<file path="src/rtl/meter_agc_pkg.sv">
package meter_agc_pkg;

    // ----------------------------------------------------------------
    // bus geometry
    // ----------------------------------------------------------------
    localparam int unsigned AXI_ADDR_W = 12;
    localparam int unsigned AXI_DATA_W = 32;
    localparam int unsigned REG_W      = 16;
    localparam int unsigned IDX_W      = 6;
    localparam int unsigned BYTE_SHIFT = 2;

    // ----------------------------------------------------------------
    // register indices (word index; byte address is four times it)
    // ----------------------------------------------------------------
    localparam logic [IDX_W-1:0] IDX_GAIN_LOOP_FILTER_CONFIG     = 6'h00;
    localparam logic [IDX_W-1:0] IDX_METER_TWO_LOW_WORD          = 6'h28;
    localparam logic [IDX_W-1:0] IDX_METER_TWO_MID_WORD          = 6'h29;
    localparam logic [IDX_W-1:0] IDX_METER_TWO_LOWER_HIGH_WORD   = 6'h2a;
    localparam logic [IDX_W-1:0] IDX_METER_TWO_TOP_WORD          = 6'h2b;
    localparam logic [IDX_W-1:0] IDX_METER_THREE_LOW_WORD        = 6'h2c;
    localparam logic [IDX_W-1:0] IDX_METER_THREE_MID_WORD        = 6'h2d;
    localparam logic [IDX_W-1:0] IDX_METER_THREE_LOWER_HIGH_WORD = 6'h2e;
    localparam logic [IDX_W-1:0] IDX_METER_THREE_TOP_WORD        = 6'h2f;

    // ----------------------------------------------------------------
    // meter result layout
    // ----------------------------------------------------------------
    localparam int unsigned METER_W       = 58;
    localparam int unsigned TOP_FIELD_W   = 10;
    localparam logic [METER_W-1:0] METER_RESET = 58'h000_0000_0000_0000;

    // ----------------------------------------------------------------
    // gain configuration word layout (channel i at base - i)
    // ----------------------------------------------------------------
    localparam int unsigned HIGHPASS_BASE      = 15;
    localparam int unsigned SIGNAL_DETECT_BASE = 11;
    localparam int unsigned BYPASS_BASE        = 7;
    localparam int unsigned CHANNELS_MAX       = 4;
    localparam logic [REG_W-1:0] CFG_RESET     = 16'h0000;
    localparam logic [REG_W-1:0] CFG_USED_MASK = 16'hfff0;

    // ----------------------------------------------------------------
    // bus answers
    // ----------------------------------------------------------------
    localparam logic [1:0] RESP_OKAY   = 2'h0;
    localparam logic [1:0] RESP_DECERR = 2'h3;

endpackage : meter_agc_pkg

</file>
<file path="src/rtl/power_meter_readout_agc_cfg.sv">
// Implementation choice: the AXI4-Lite register port.
`timescale 1ns/100ps
// How it works
// - third meter bits 15:0 at word 0x28
// - third meter bits 31:16 at word 0x29
// - third meter bits 47:32 at word 0x2a
// - third meter bits 57:48, upper six zero
// - fourth meter bits 15:0 at word 0x2c
// - fourth meter bits 31:16 at word 0x2d
// - fourth meter bits 47:32 at word 0x2e
// - fourth meter bits 57:48, upper six zero
// - high-pass active only while enable bit set
// - signal detect active only while enable set
// - bypass routes signal around gain block
module power_meter_readout_agc_cfg
    import meter_agc_pkg::*;
#(
    parameter int unsigned CHANNELS = 4,
    parameter int unsigned SAMPLE_W = 16
) (
    // clock and reset
    input  wire logic                         aclk,
    input  wire logic                         aresetn,
    // axi4-lite write address
    input  wire logic [AXI_ADDR_W-1:0]        s_axi_awaddr,
    input  wire logic [2:0]                   s_axi_awprot,
    input  wire logic                         s_axi_awvalid,
    output logic                              s_axi_awready,
    // axi4-lite write data
    input  wire logic [AXI_DATA_W-1:0]        s_axi_wdata,
    input  wire logic [AXI_DATA_W/8-1:0]      s_axi_wstrb,
    input  wire logic                         s_axi_wvalid,
    output logic                              s_axi_wready,
    // axi4-lite write response
    output logic [1:0]                        s_axi_bresp,
    output logic                              s_axi_bvalid,
    input  wire logic                         s_axi_bready,
    // axi4-lite read address
    input  wire logic [AXI_ADDR_W-1:0]        s_axi_araddr,
    input  wire logic [2:0]                   s_axi_arprot,
    input  wire logic                         s_axi_arvalid,
    output logic                              s_axi_arready,
    // axi4-lite read data
    output logic [AXI_DATA_W-1:0]             s_axi_rdata,
    output logic [1:0]                        s_axi_rresp,
    output logic                              s_axi_rvalid,
    input  wire logic                         s_axi_rready,
    // meter results from the measurement logic
    input  wire logic [METER_W-1:0]           third_meter_result,
    input  wire logic [METER_W-1:0]           fourth_meter_result,
    input  wire logic                         meter_update,
    // per-channel samples, channel i in slice i
    input  wire logic [CHANNELS*SAMPLE_W-1:0] raw_sample,
    input  wire logic [CHANNELS*SAMPLE_W-1:0] gain_adjusted_sample,
    output logic [CHANNELS*SAMPLE_W-1:0]      chan_sample,
    // per-channel block enables
    output logic [CHANNELS-1:0]               highpass_enable_bit,
    output logic [CHANNELS-1:0]               signal_detect_enable_bit,
    output logic [CHANNELS-1:0]               gain_bypass
);

    // ----------------------------------------------------------------
    // elaboration checks
    // ----------------------------------------------------------------
    if (CHANNELS < 1 || CHANNELS > CHANNELS_MAX) begin : g_bad_channels
        $error("CHANNELS must lie between 1 and 4");
    end
    if (SAMPLE_W < 1) begin : g_bad_width
        $error("SAMPLE_W must be at least 1");
    end

    // ----------------------------------------------------------------
    // state
    // ----------------------------------------------------------------
    typedef struct packed {
        logic                         awready;
        logic                         wready;
        logic                         aw_held;
        logic                         w_held;
        logic [IDX_W-1:0]             wr_idx;
        logic                         wr_aligned;
        logic [REG_W-1:0]             wr_data;
        logic [1:0]                   wr_strb;
        logic                         bvalid;
        logic [1:0]                   bresp;
        logic                         arready;
        logic                         rvalid;
        logic [AXI_DATA_W-1:0]        rdata;
        logic [1:0]                   rresp;
        logic [METER_W-1:0]           meter_two;
        logic [METER_W-1:0]           meter_three;
        logic [REG_W-1:0]             cfg;
        logic [CHANNELS*SAMPLE_W-1:0] chan;
    } state_t;

    state_t                      s_r;
    state_t                      s_nxt;
    logic [CHANNELS*SAMPLE_W-1:0] routed_sample;
    logic [CHANNELS-1:0]          hp_field;
    logic [CHANNELS-1:0]          sd_field;
    logic [CHANNELS-1:0]          byp_field;

    // ----------------------------------------------------------------
    // per-channel field pick and sample routing
    // ----------------------------------------------------------------
    for (genvar i = 0; i < CHANNELS; i++) begin : g_chan
        assign hp_field[i]  = s_r.cfg[HIGHPASS_BASE-i];
        assign sd_field[i]  = s_r.cfg[SIGNAL_DETECT_BASE-i];
        assign byp_field[i] = s_r.cfg[BYPASS_BASE-i];
        // bypass takes the raw stream so the loop's gain never reaches it
        assign routed_sample[i*SAMPLE_W +: SAMPLE_W] = byp_field[i]
            ? raw_sample[i*SAMPLE_W +: SAMPLE_W]
            : gain_adjusted_sample[i*SAMPLE_W +: SAMPLE_W];
    end

    // ----------------------------------------------------------------
    // read decode
    // ----------------------------------------------------------------
    function automatic logic [REG_W:0] read_word(input logic [IDX_W-1:0] idx,
                                                 input state_t s);
        logic [REG_W:0] r;
        r = {1'b1, 16'h0000};
        case (idx)
            IDX_GAIN_LOOP_FILTER_CONFIG:     r[REG_W-1:0] = s.cfg & CFG_USED_MASK;
            IDX_METER_TWO_LOW_WORD:          r[REG_W-1:0] = s.meter_two[15:0];
            IDX_METER_TWO_MID_WORD:          r[REG_W-1:0] = s.meter_two[31:16];
            IDX_METER_TWO_LOWER_HIGH_WORD:   r[REG_W-1:0] = s.meter_two[47:32];
            IDX_METER_TWO_TOP_WORD:
                r[REG_W-1:0] = {6'h00, s.meter_two[57:48]};
            IDX_METER_THREE_LOW_WORD:        r[REG_W-1:0] = s.meter_three[15:0];
            IDX_METER_THREE_MID_WORD:        r[REG_W-1:0] = s.meter_three[31:16];
            IDX_METER_THREE_LOWER_HIGH_WORD: r[REG_W-1:0] = s.meter_three[47:32];
            IDX_METER_THREE_TOP_WORD:
                r[REG_W-1:0] = {6'h00, s.meter_three[57:48]};
            default:                         r = {1'b0, 16'h0000};
        endcase
        return r;
    endfunction : read_word

    // ----------------------------------------------------------------
    // next state
    // ----------------------------------------------------------------
    always_comb begin
        logic [REG_W:0]           rd;
        logic [AXI_ADDR_W-1:0]    ra;
        logic [REG_W-1:0]         bmask;
        rd    = '0;
        ra    = '0;
        bmask = '0;
        s_nxt = s_r;

        // measurement results; software has no write path into them
        if (meter_update) begin
            s_nxt.meter_two   = third_meter_result;
            s_nxt.meter_three = fourth_meter_result;
        end

        // write address and data are caught in either order
        if (s_axi_awvalid && s_r.awready) begin
            s_nxt.aw_held    = 1'b1;
            s_nxt.wr_idx     = s_axi_awaddr[BYTE_SHIFT +: IDX_W];
            s_nxt.wr_aligned = (s_axi_awaddr[BYTE_SHIFT-1:0] == 2'h0) &&
                               (s_axi_awaddr[AXI_ADDR_W-1:BYTE_SHIFT+IDX_W] == '0);
        end
        if (s_axi_wvalid && s_r.wready) begin
            s_nxt.w_held  = 1'b1;
            s_nxt.wr_data = s_axi_wdata[REG_W-1:0];
            s_nxt.wr_strb = s_axi_wstrb[1:0];
        end

        // commit one cycle after both halves are held
        if (s_r.aw_held && s_r.w_held && !s_r.bvalid) begin
            s_nxt.aw_held = 1'b0;
            s_nxt.w_held  = 1'b0;
            s_nxt.bvalid  = 1'b1;
            if (!s_r.wr_aligned) begin
                s_nxt.bresp = RESP_DECERR;
            end else if (s_r.wr_idx == IDX_GAIN_LOOP_FILTER_CONFIG) begin
                bmask       = {{8{s_r.wr_strb[1]}}, {8{s_r.wr_strb[0]}}} & CFG_USED_MASK;
                s_nxt.cfg   = (s_r.cfg & ~bmask) | (s_r.wr_data & bmask);
                s_nxt.bresp = RESP_OKAY;
            end else if (read_word(s_r.wr_idx, s_r)[REG_W]) begin
                s_nxt.bresp = RESP_OKAY;
            end else begin
                s_nxt.bresp = RESP_DECERR;
            end
        end else if (s_r.bvalid && s_axi_bready) begin
            s_nxt.bvalid = 1'b0;
        end

        // read answers from registered state, one cycle after the address
        if (s_axi_arvalid && s_r.arready) begin
            ra           = s_axi_araddr;
            rd           = read_word(ra[BYTE_SHIFT +: IDX_W], s_r);
            if (ra[BYTE_SHIFT-1:0] != 2'h0 ||
                ra[AXI_ADDR_W-1:BYTE_SHIFT+IDX_W] != '0) begin
                rd = '0;
            end
            s_nxt.rvalid = 1'b1;
            s_nxt.rdata  = {16'h0000, rd[REG_W-1:0]};
            s_nxt.rresp  = rd[REG_W] ? RESP_OKAY : RESP_DECERR;
        end else if (s_r.rvalid && s_axi_rready) begin
            s_nxt.rvalid = 1'b0;
        end

        // one write and one read outstanding at most
        s_nxt.awready = !s_nxt.aw_held && !s_nxt.bvalid;
        s_nxt.wready  = !s_nxt.w_held && !s_nxt.bvalid;
        s_nxt.arready = !s_nxt.rvalid;

        s_nxt.chan = routed_sample;
    end

    // ----------------------------------------------------------------
    // registers
    // ----------------------------------------------------------------
    always_ff @(posedge aclk) begin
        if (!aresetn) begin
            s_r             <= '0;
            s_r.meter_two   <= METER_RESET;
            s_r.meter_three <= METER_RESET;
            s_r.cfg         <= CFG_RESET;
        end else begin
            s_r <= s_nxt;
        end
    end

    // ----------------------------------------------------------------
    // outputs
    // ----------------------------------------------------------------
    assign s_axi_awready            = s_r.awready;
    assign s_axi_wready             = s_r.wready;
    assign s_axi_bvalid             = s_r.bvalid;
    assign s_axi_bresp              = s_r.bresp;
    assign s_axi_arready            = s_r.arready;
    assign s_axi_rvalid             = s_r.rvalid;
    assign s_axi_rdata              = s_r.rdata;
    assign s_axi_rresp              = s_r.rresp;
    assign chan_sample              = s_r.chan;
    assign highpass_enable_bit      = hp_field;
    assign signal_detect_enable_bit = sd_field;
    assign gain_bypass              = byp_field;

endmodule : power_meter_readout_agc_cfg

</file>
<file path="config.mk">
export PLATFORM = sky130hd
export DESIGN_NAME = power_meter_readout_agc_cfg
export DESIGN_NICKNAME = d
export VERILOG_FILES = /design/src/rtl/meter_agc_pkg.sv /design/src/rtl/power_meter_readout_agc_cfg.sv
export SDC_FILE = /design/constraint.sdc
export NUM_CORES = 1
export LEC_CHECK = 0
export BUFFER_PORTS_ARGS = -buffer_cell sky130_fd_sc_hd__buf_2
export CAP_MARGIN = 20
export CORE_AREA = 2 2 168 170
export DETAILED_ROUTE_END_ITERATION = 16
export DIE_AREA = 0 0 170 172
export GPL_ROUTABILITY_DRIVEN = 1
export PLACE_DENSITY_LB_ADDON = 0.05
export SLEW_MARGIN = 0
export SYNTH_ARGS = -nofsm -noshare
export SYNTH_HDL_FRONTEND = slang
export SYNTH_SLANG_ARGS = --single-unit
</file>
<file path="constraint.sdc">
create_clock -name aclk -period 3.9 [get_ports aclk]
set_input_delay 0.39 -clock aclk [delete_from_list [all_inputs] [get_ports aclk]]
set_output_delay 0.39 -clock aclk [all_outputs]
set_load 0.02 [all_outputs]
</file>
# Word level (Yosys, flattened, before mapping)
# Index checks and enable logic that the tools add are counted.
[op_classes] add_sub_neg=0 n_mul=0 div=0 n_lt_le_gt_ge=0 n_eq_ne=16 shift=0 n_mux=23 n_bitwise=4 reduce_logical=25
[op_table] op="one-hot mux 16 bit (9 select lines)" count=1
[op_table] op="equality test 6 bit, second input constant" count=16
[op_table] op="two-way mux 16 bit" count=4
[op_table] op="two-way mux 17 bit" count=2
[op_table] op="bitwise AND 16 bit" count=2
[op_table] op="NOT 16 bit" count=1
[op_table] op="bitwise OR 16 bit" count=1
[op_table] op="zero test 6 bit" count=2
[op_table] op="two-way mux 1 bit" count=11
[op_table] op="logical AND 1 bit" count=10
[op_table] op="two-way mux 2 bit" count=5
[op_table] op="OR reduction 9 bit" count=1
[op_table] op="OR reduction 8 bit" count=1
[op_table] op="zero test 1 bit" count=5
[op_table] op="zero test 4 bit" count=1
[op_table] op="nonzero test 4 bit" count=1
[op_table] op="AND reduction 3 bit" count=1
[op_table] op="zero test 2 bit" count=1
[op_table] op="nonzero test 2 bit" count=1
[op_table] op="logical OR 1 bit" count=1
[word_totals] register_bits=248 latch_bits=0 ramBits=0 romBits=0 output_inout_bits=117 wordCells=86 n_memories=0

# Logic depth before layout (Yosys ltp)
[depth] word_depth=9 mapped_depth=7 mapped_depth_nobuf=5

# Least setup slack after synthesis
# Ideal clock, no wire load.
[synth_path] kind="input to register" from="in s_axi_araddr[3]" to="reg s_r (netlist bit s_axi_rdata[0])" arrival_time_ns=1.718 t_required_ns=3.813 setup_slack_ns=2.095 path_stages=6 path_buffers=1 cell_sequence="buf_6 -> or2_4 -> or4_4 -> a21oi_4 -> nand2_4 -> o31ai_1"
[synth_between] elab_chain_len=4
[synth_rtl] element="start, declared" line_no="power_meter_readout_agc_cfg.sv:39" text="input wire logic [AXI_ADDR_W-1:0] s_axi_araddr,"
[synth_rtl] element="equality test 6 bit or zero test 6 bit (tied branches)" line_no="power_meter_readout_agc_cfg.sv:123" text="case (idx)"
[synth_rtl] element="one-hot mux 16 bit (9 select lines) *" line_no="power_meter_readout_agc_cfg.sv:123"
[synth_rtl] element="two-way mux 17 bit *" line_no="power_meter_readout_agc_cfg.sv:195" text="if (ra[BYTE_SHIFT-1:0] != 2'h0 ||"
[synth_rtl] element="two-way mux 17 bit *" line_no="power_meter_readout_agc_cfg.sv:192" text="if (s_axi_arvalid && s_r.arready) begin"
[synth_rtl] element="end signal, assigned" line_no="power_meter_readout_agc_cfg.sv:224" text="s_r <= s_nxt;"
[synth_rtl] element="end, declared" line_no="power_meter_readout_agc_cfg.sv:96" text="state_t s_r;"
# Mark *: on every way between the ends. The rest lies on a longest branch, timed or not. The select of a mux whose other input is x is not followed.
# A chain may end at the register's enable or synchronous reset.

==> impl_results.md <==
* Run status: finished, final reports clean
* Post-detailed-route DRC marker count at 0
* Final Non-Filler Cells at 1703
* Transition time of the tightest slew-check pin at 1100 ps
* I/O pins at 435
* Cell area reported after detailed placement at 12200 um^2
* Total of hold buffers inserted after clock tree synthesis at 0
* Setup crit end kind: primary output
* Largest stage delay, worst path at 1040 ps
* Headroom to the max-slew limit at 26.5%
* Slew Limit Fails at 0
* Chip width at 170 um
* Resized cells post-CTS at 0
* Setup slack of the most critical reg-to-reg path at 1720 ps
* Fraction of the mapped netlist area in compound gates at 7.45%
* Most common library cell in the layout ignoring fill and taps: sky130_fd_sc_hd__buf_2
* Most frequent cells in the layout: sky130_fd_sc_hd__buf_2 (388), sky130_fd_sc_hd__dfxtp_1 (238), sky130_fd_sc_hd__mux2i_1 (207)
* Avg WL per Cell at 18.6 um
* Largest family of logic cells by synthesized area: multiplexers
* Placer Congestion at 0.740
* Number of optimization iterations in the first detailed-route pass at 4
* CTS clock-pin slew for the worst setup and hold paths at 60 ps
* Post-route cell area at 13100 um^2
* Pleak at 0.00593 uW
* TritonCTS clock tree: yes
* Via count at 8048
* Per-instance average area after synthesis at 10.1 um^2
* # rows at 61
* Number of distinct library cells after synthesis at 48
* Hold Vio Cnt, Final at 0
* Hold slack final at 97.4 ps
* Clock skew after layout at 12.5 ps
* Max stage delay cell, worst path: sky130_fd_sc_hd__dfxtp_1
* Aggregate global-route resource usage at 20.5%
* Xor/xnor share of the synthesized area at 0%
* Crit-path leading delay family: flip-flops
* Detailed-route vias per instance at 4.73
* Smallest setup slack after layout at around 1600 ps
* Count of warnings emitted by yosys at 0
* Post-synthesis register bit count at 238
* Area of the core region at 27500 um^2
* Cts bufs inserted at 28
* Data arrival at the endpoint of the critical path at 1900 ps
* Total power divided by cell area at 454 nW/um^2
* Min Clock Period, post-route at 2290 ps
* Hold WC Path Type: in -> reg
* Initial standard-cell utilization of the core at 39.1%
* Number of synthesized flops with an enable pin at 0
* Critical path data required time at ~3500 ps
* Clock insertion delay at the later pin of the skew report at 540 ps
* Library cell used as clock root buffer: sky130_fd_sc_hd__clkbuf_16
* Setup slack after placement at 1270 ps
* Summed negative setup slack over all endpoints at 0 ps
* Fraction of the yosys area taken by sequential cells at 44.4%
* Most used DFF post-synth: sky130_fd_sc_hd__dfxtp_1
* Number of global-route vias before repair at ~7600
* Peak VDD IR at 0.247 mV
* Worst path depth at 1
* Max Cap Violations at 0
* Kind of launch point of the worst setup path: flop
* Worst setup path endpoint: gain_bypass[2]
* Instance count of the mapped netlist at 1066
* Detailed Place HPWL at 23500 um
* R2R cell count at 5
* Routed wire length at 31700 um
* Proportion of register bits with asynchronous set or reset after synthesis at 0%
* H-tree depth reported by CTS at 1
* Count of buffers from port buffering at between 300 and 400
* GRT Residual Overflow at 0
* Dpl cells at ~1600
* Category of the most critical setup path: reg -> out
* Critical path buffer and inverter count at 1
* Fraction of final layout cells with drive strength greater than 1 at 34.0%
* Antenna Violating Nets Remaining at 0
* Fraction of the cycle the final worst path needs at 58.8%
* Initial drt markers at 352
* Final setup violation count at 0
* Number of antenna violations at the first check in global routing at 6
* Crit-path max FO at 19
* Post-CTS Setup Inserts at 0
* Pin count of the biggest net entering global routing at roughly 120
* First-pass GRT wire length at 45500 um
* Share of synthesized area spent on multiplexers at 20.7%
* Share of synthesized cell area in and, or, nand and nor gates at 17.0%
* Adder-cell area share of the yosys netlist at 0%
* Syn-to-layout area delta at 22.5%
* Maximum clock path buffer count at 3
* Peak Freq at 436 MHz
* Sequence of cells on the critical path: buf_2
* Setup repair after global routing missed its margin: false
* Startpoint of the worst-slack reg-to-reg timing path: s_r[255]
* Syn Std Cell Area at 10700 um^2
* Die footprint at 29200 um^2
* Final nets at approximately 1700
* Die boundary height at ~170 um
* TritonCTS Sinks at approximately 240
==> worst reg2reg max path, stage by stage (launching register included) <==
cell and delay [ps]:
sky130_fd_sc_hd__dfxtp_1 300, sky130_fd_sc_hd__or4_1 560, sky130_fd_sc_hd__nor4_1 430, sky130_fd_sc_hd__nand2_1 460, sky130_fd_sc_hd__mux2i_1 270, sky130_fd_sc_hd__nor2b_1 60
==> per-stage QoR <==
| step | util, % | total power, uW |
|---|---|---|
| global route | 47.8 | 6210 |
| floorplan | - | 3080 |
| finish | 47.8 | 5960 |
| global placement | 44.3 | 3290 |
| CTS | 47.8 | 6050 |
| detailed placement | 44.3 | 3300 |
==> area by class of cell <==
cell class / instances / area [um^2]
Inverter: 2 / 7.51
Clock buffer: 43 / 858
Tap cell: 346 / 433
Fill cell: 2682 / 14300
Clock inverter: 7 / 114
Sequential cell: 238 / 4760
Antenna cell: 4 / 10.0
Timing Repair Buffer: 400 / 2050
Multi-Input combinational cell: 663 / 4900
==> state kept, by name (all words and copies together) (netlist names), named ones only <==
signal and cells:
s_r 139, chan_sample 64, s_axi_rdata 16, s_axi_arready 1, s_axi_awready 1, s_axi_bresp 1
s_axi_bvalid 1, s_axi_rresp 1, s_axi_rvalid 1, s_axi_wready 1
==> power breakdown <==
part	switching, uW	total [uW]	internal [uW]
sequential	58.2	2610	2560
combinational	326	626	301
clock	1020	2720	1700
total	1400	5960	4560
==> worst min path at each step <==
stage | startpoint | to | slack [ps] | depth (start not counted)
detailed placement | s_axi_rdata[1] | s_axi_rdata[1] | 440 | 2
floorplan | s_r[260] | s_axi_wready | 420 | 1
global route | gain_adjusted_sample[28] | chan_sample[28] | 100 | 3
finish | s_axi_wdata[11] | s_r[248] | 100 | 3
CTS | s_axi_wdata[10] | s_r[247] | 80 | 3
global placement | s_axi_rdata[13] | s_axi_rdata[13] | 430 | 2
==> synth_stat cells, types with 2 or more instances <==
library cell	count	area, um^2
sky130_fd_sc_hd__a211oi_1	6	45.0
sky130_fd_sc_hd__a21boi_0	22	165
sky130_fd_sc_hd__a21oi_1	13	65.1
sky130_fd_sc_hd__a221oi_1	6	52.6
sky130_fd_sc_hd__a222oi_1	2	20.0
sky130_fd_sc_hd__a22o_1	5	43.8
sky130_fd_sc_hd__a22oi_1	21	158
sky130_fd_sc_hd__a31oi_1	2	12.5
sky130_fd_sc_hd__a32oi_1	2	17.5
sky130_fd_sc_hd__and2_1	9	56.3
sky130_fd_sc_hd__and3_1	2	12.5
sky130_fd_sc_hd__buf_1	9	33.8
sky130_fd_sc_hd__buf_2	14	70.1
sky130_fd_sc_hd__buf_4	112	841
sky130_fd_sc_hd__clkbuf_1	42	158
sky130_fd_sc_hd__dfxtp_1	238	4760
sky130_fd_sc_hd__inv_1	2	7.51
sky130_fd_sc_hd__mux2_2	7	78.8
sky130_fd_sc_hd__mux2i_1	207	2070
sky130_fd_sc_hd__mux4_2	3	67.6
sky130_fd_sc_hd__nand2_1	59	221
sky130_fd_sc_hd__nand2b_1	6	37.5
sky130_fd_sc_hd__nand3_1	8	40.0
sky130_fd_sc_hd__nand3b_1	2	15.0
sky130_fd_sc_hd__nor2_1	12	45.0
sky130_fd_sc_hd__nor2b_1	198	1240
sky130_fd_sc_hd__nor3_1	3	15.0
sky130_fd_sc_hd__nor3_2	2	20.0
sky130_fd_sc_hd__nor3b_1	3	22.5
sky130_fd_sc_hd__nor4_1	4	25.0
sky130_fd_sc_hd__o21ai_0	19	95.1
sky130_fd_sc_hd__o22ai_1	6	37.5
sky130_fd_sc_hd__o31ai_1	2	15.0
sky130_fd_sc_hd__o32ai_1	2	17.5
sky130_fd_sc_hd__or4_1	3	22.5
==> routing by layer <==
layer / up-vias / share of wire, % / GRT usage (%) / wire length (um)
li1: 4046 / - / - / -
met1: 3709 / 40 / 24.3 / 12700
met2: 245 / 51 / 37.5 / 16200
met3: 44 / 6.8 / 5.04 / 2140
met4: 4 / 1.8 / 4.65 / 584
met5: - / 0.12 / 0 / 38
==> cells by family after synthesis <==
family                 Yosys count
and+or+nand+nor                317
DFF                            238
muxes                          217
buffers and inverters          180
AOI/OAI and AO/OA              113
other                            1
Power figures use the tool's default switching activity.
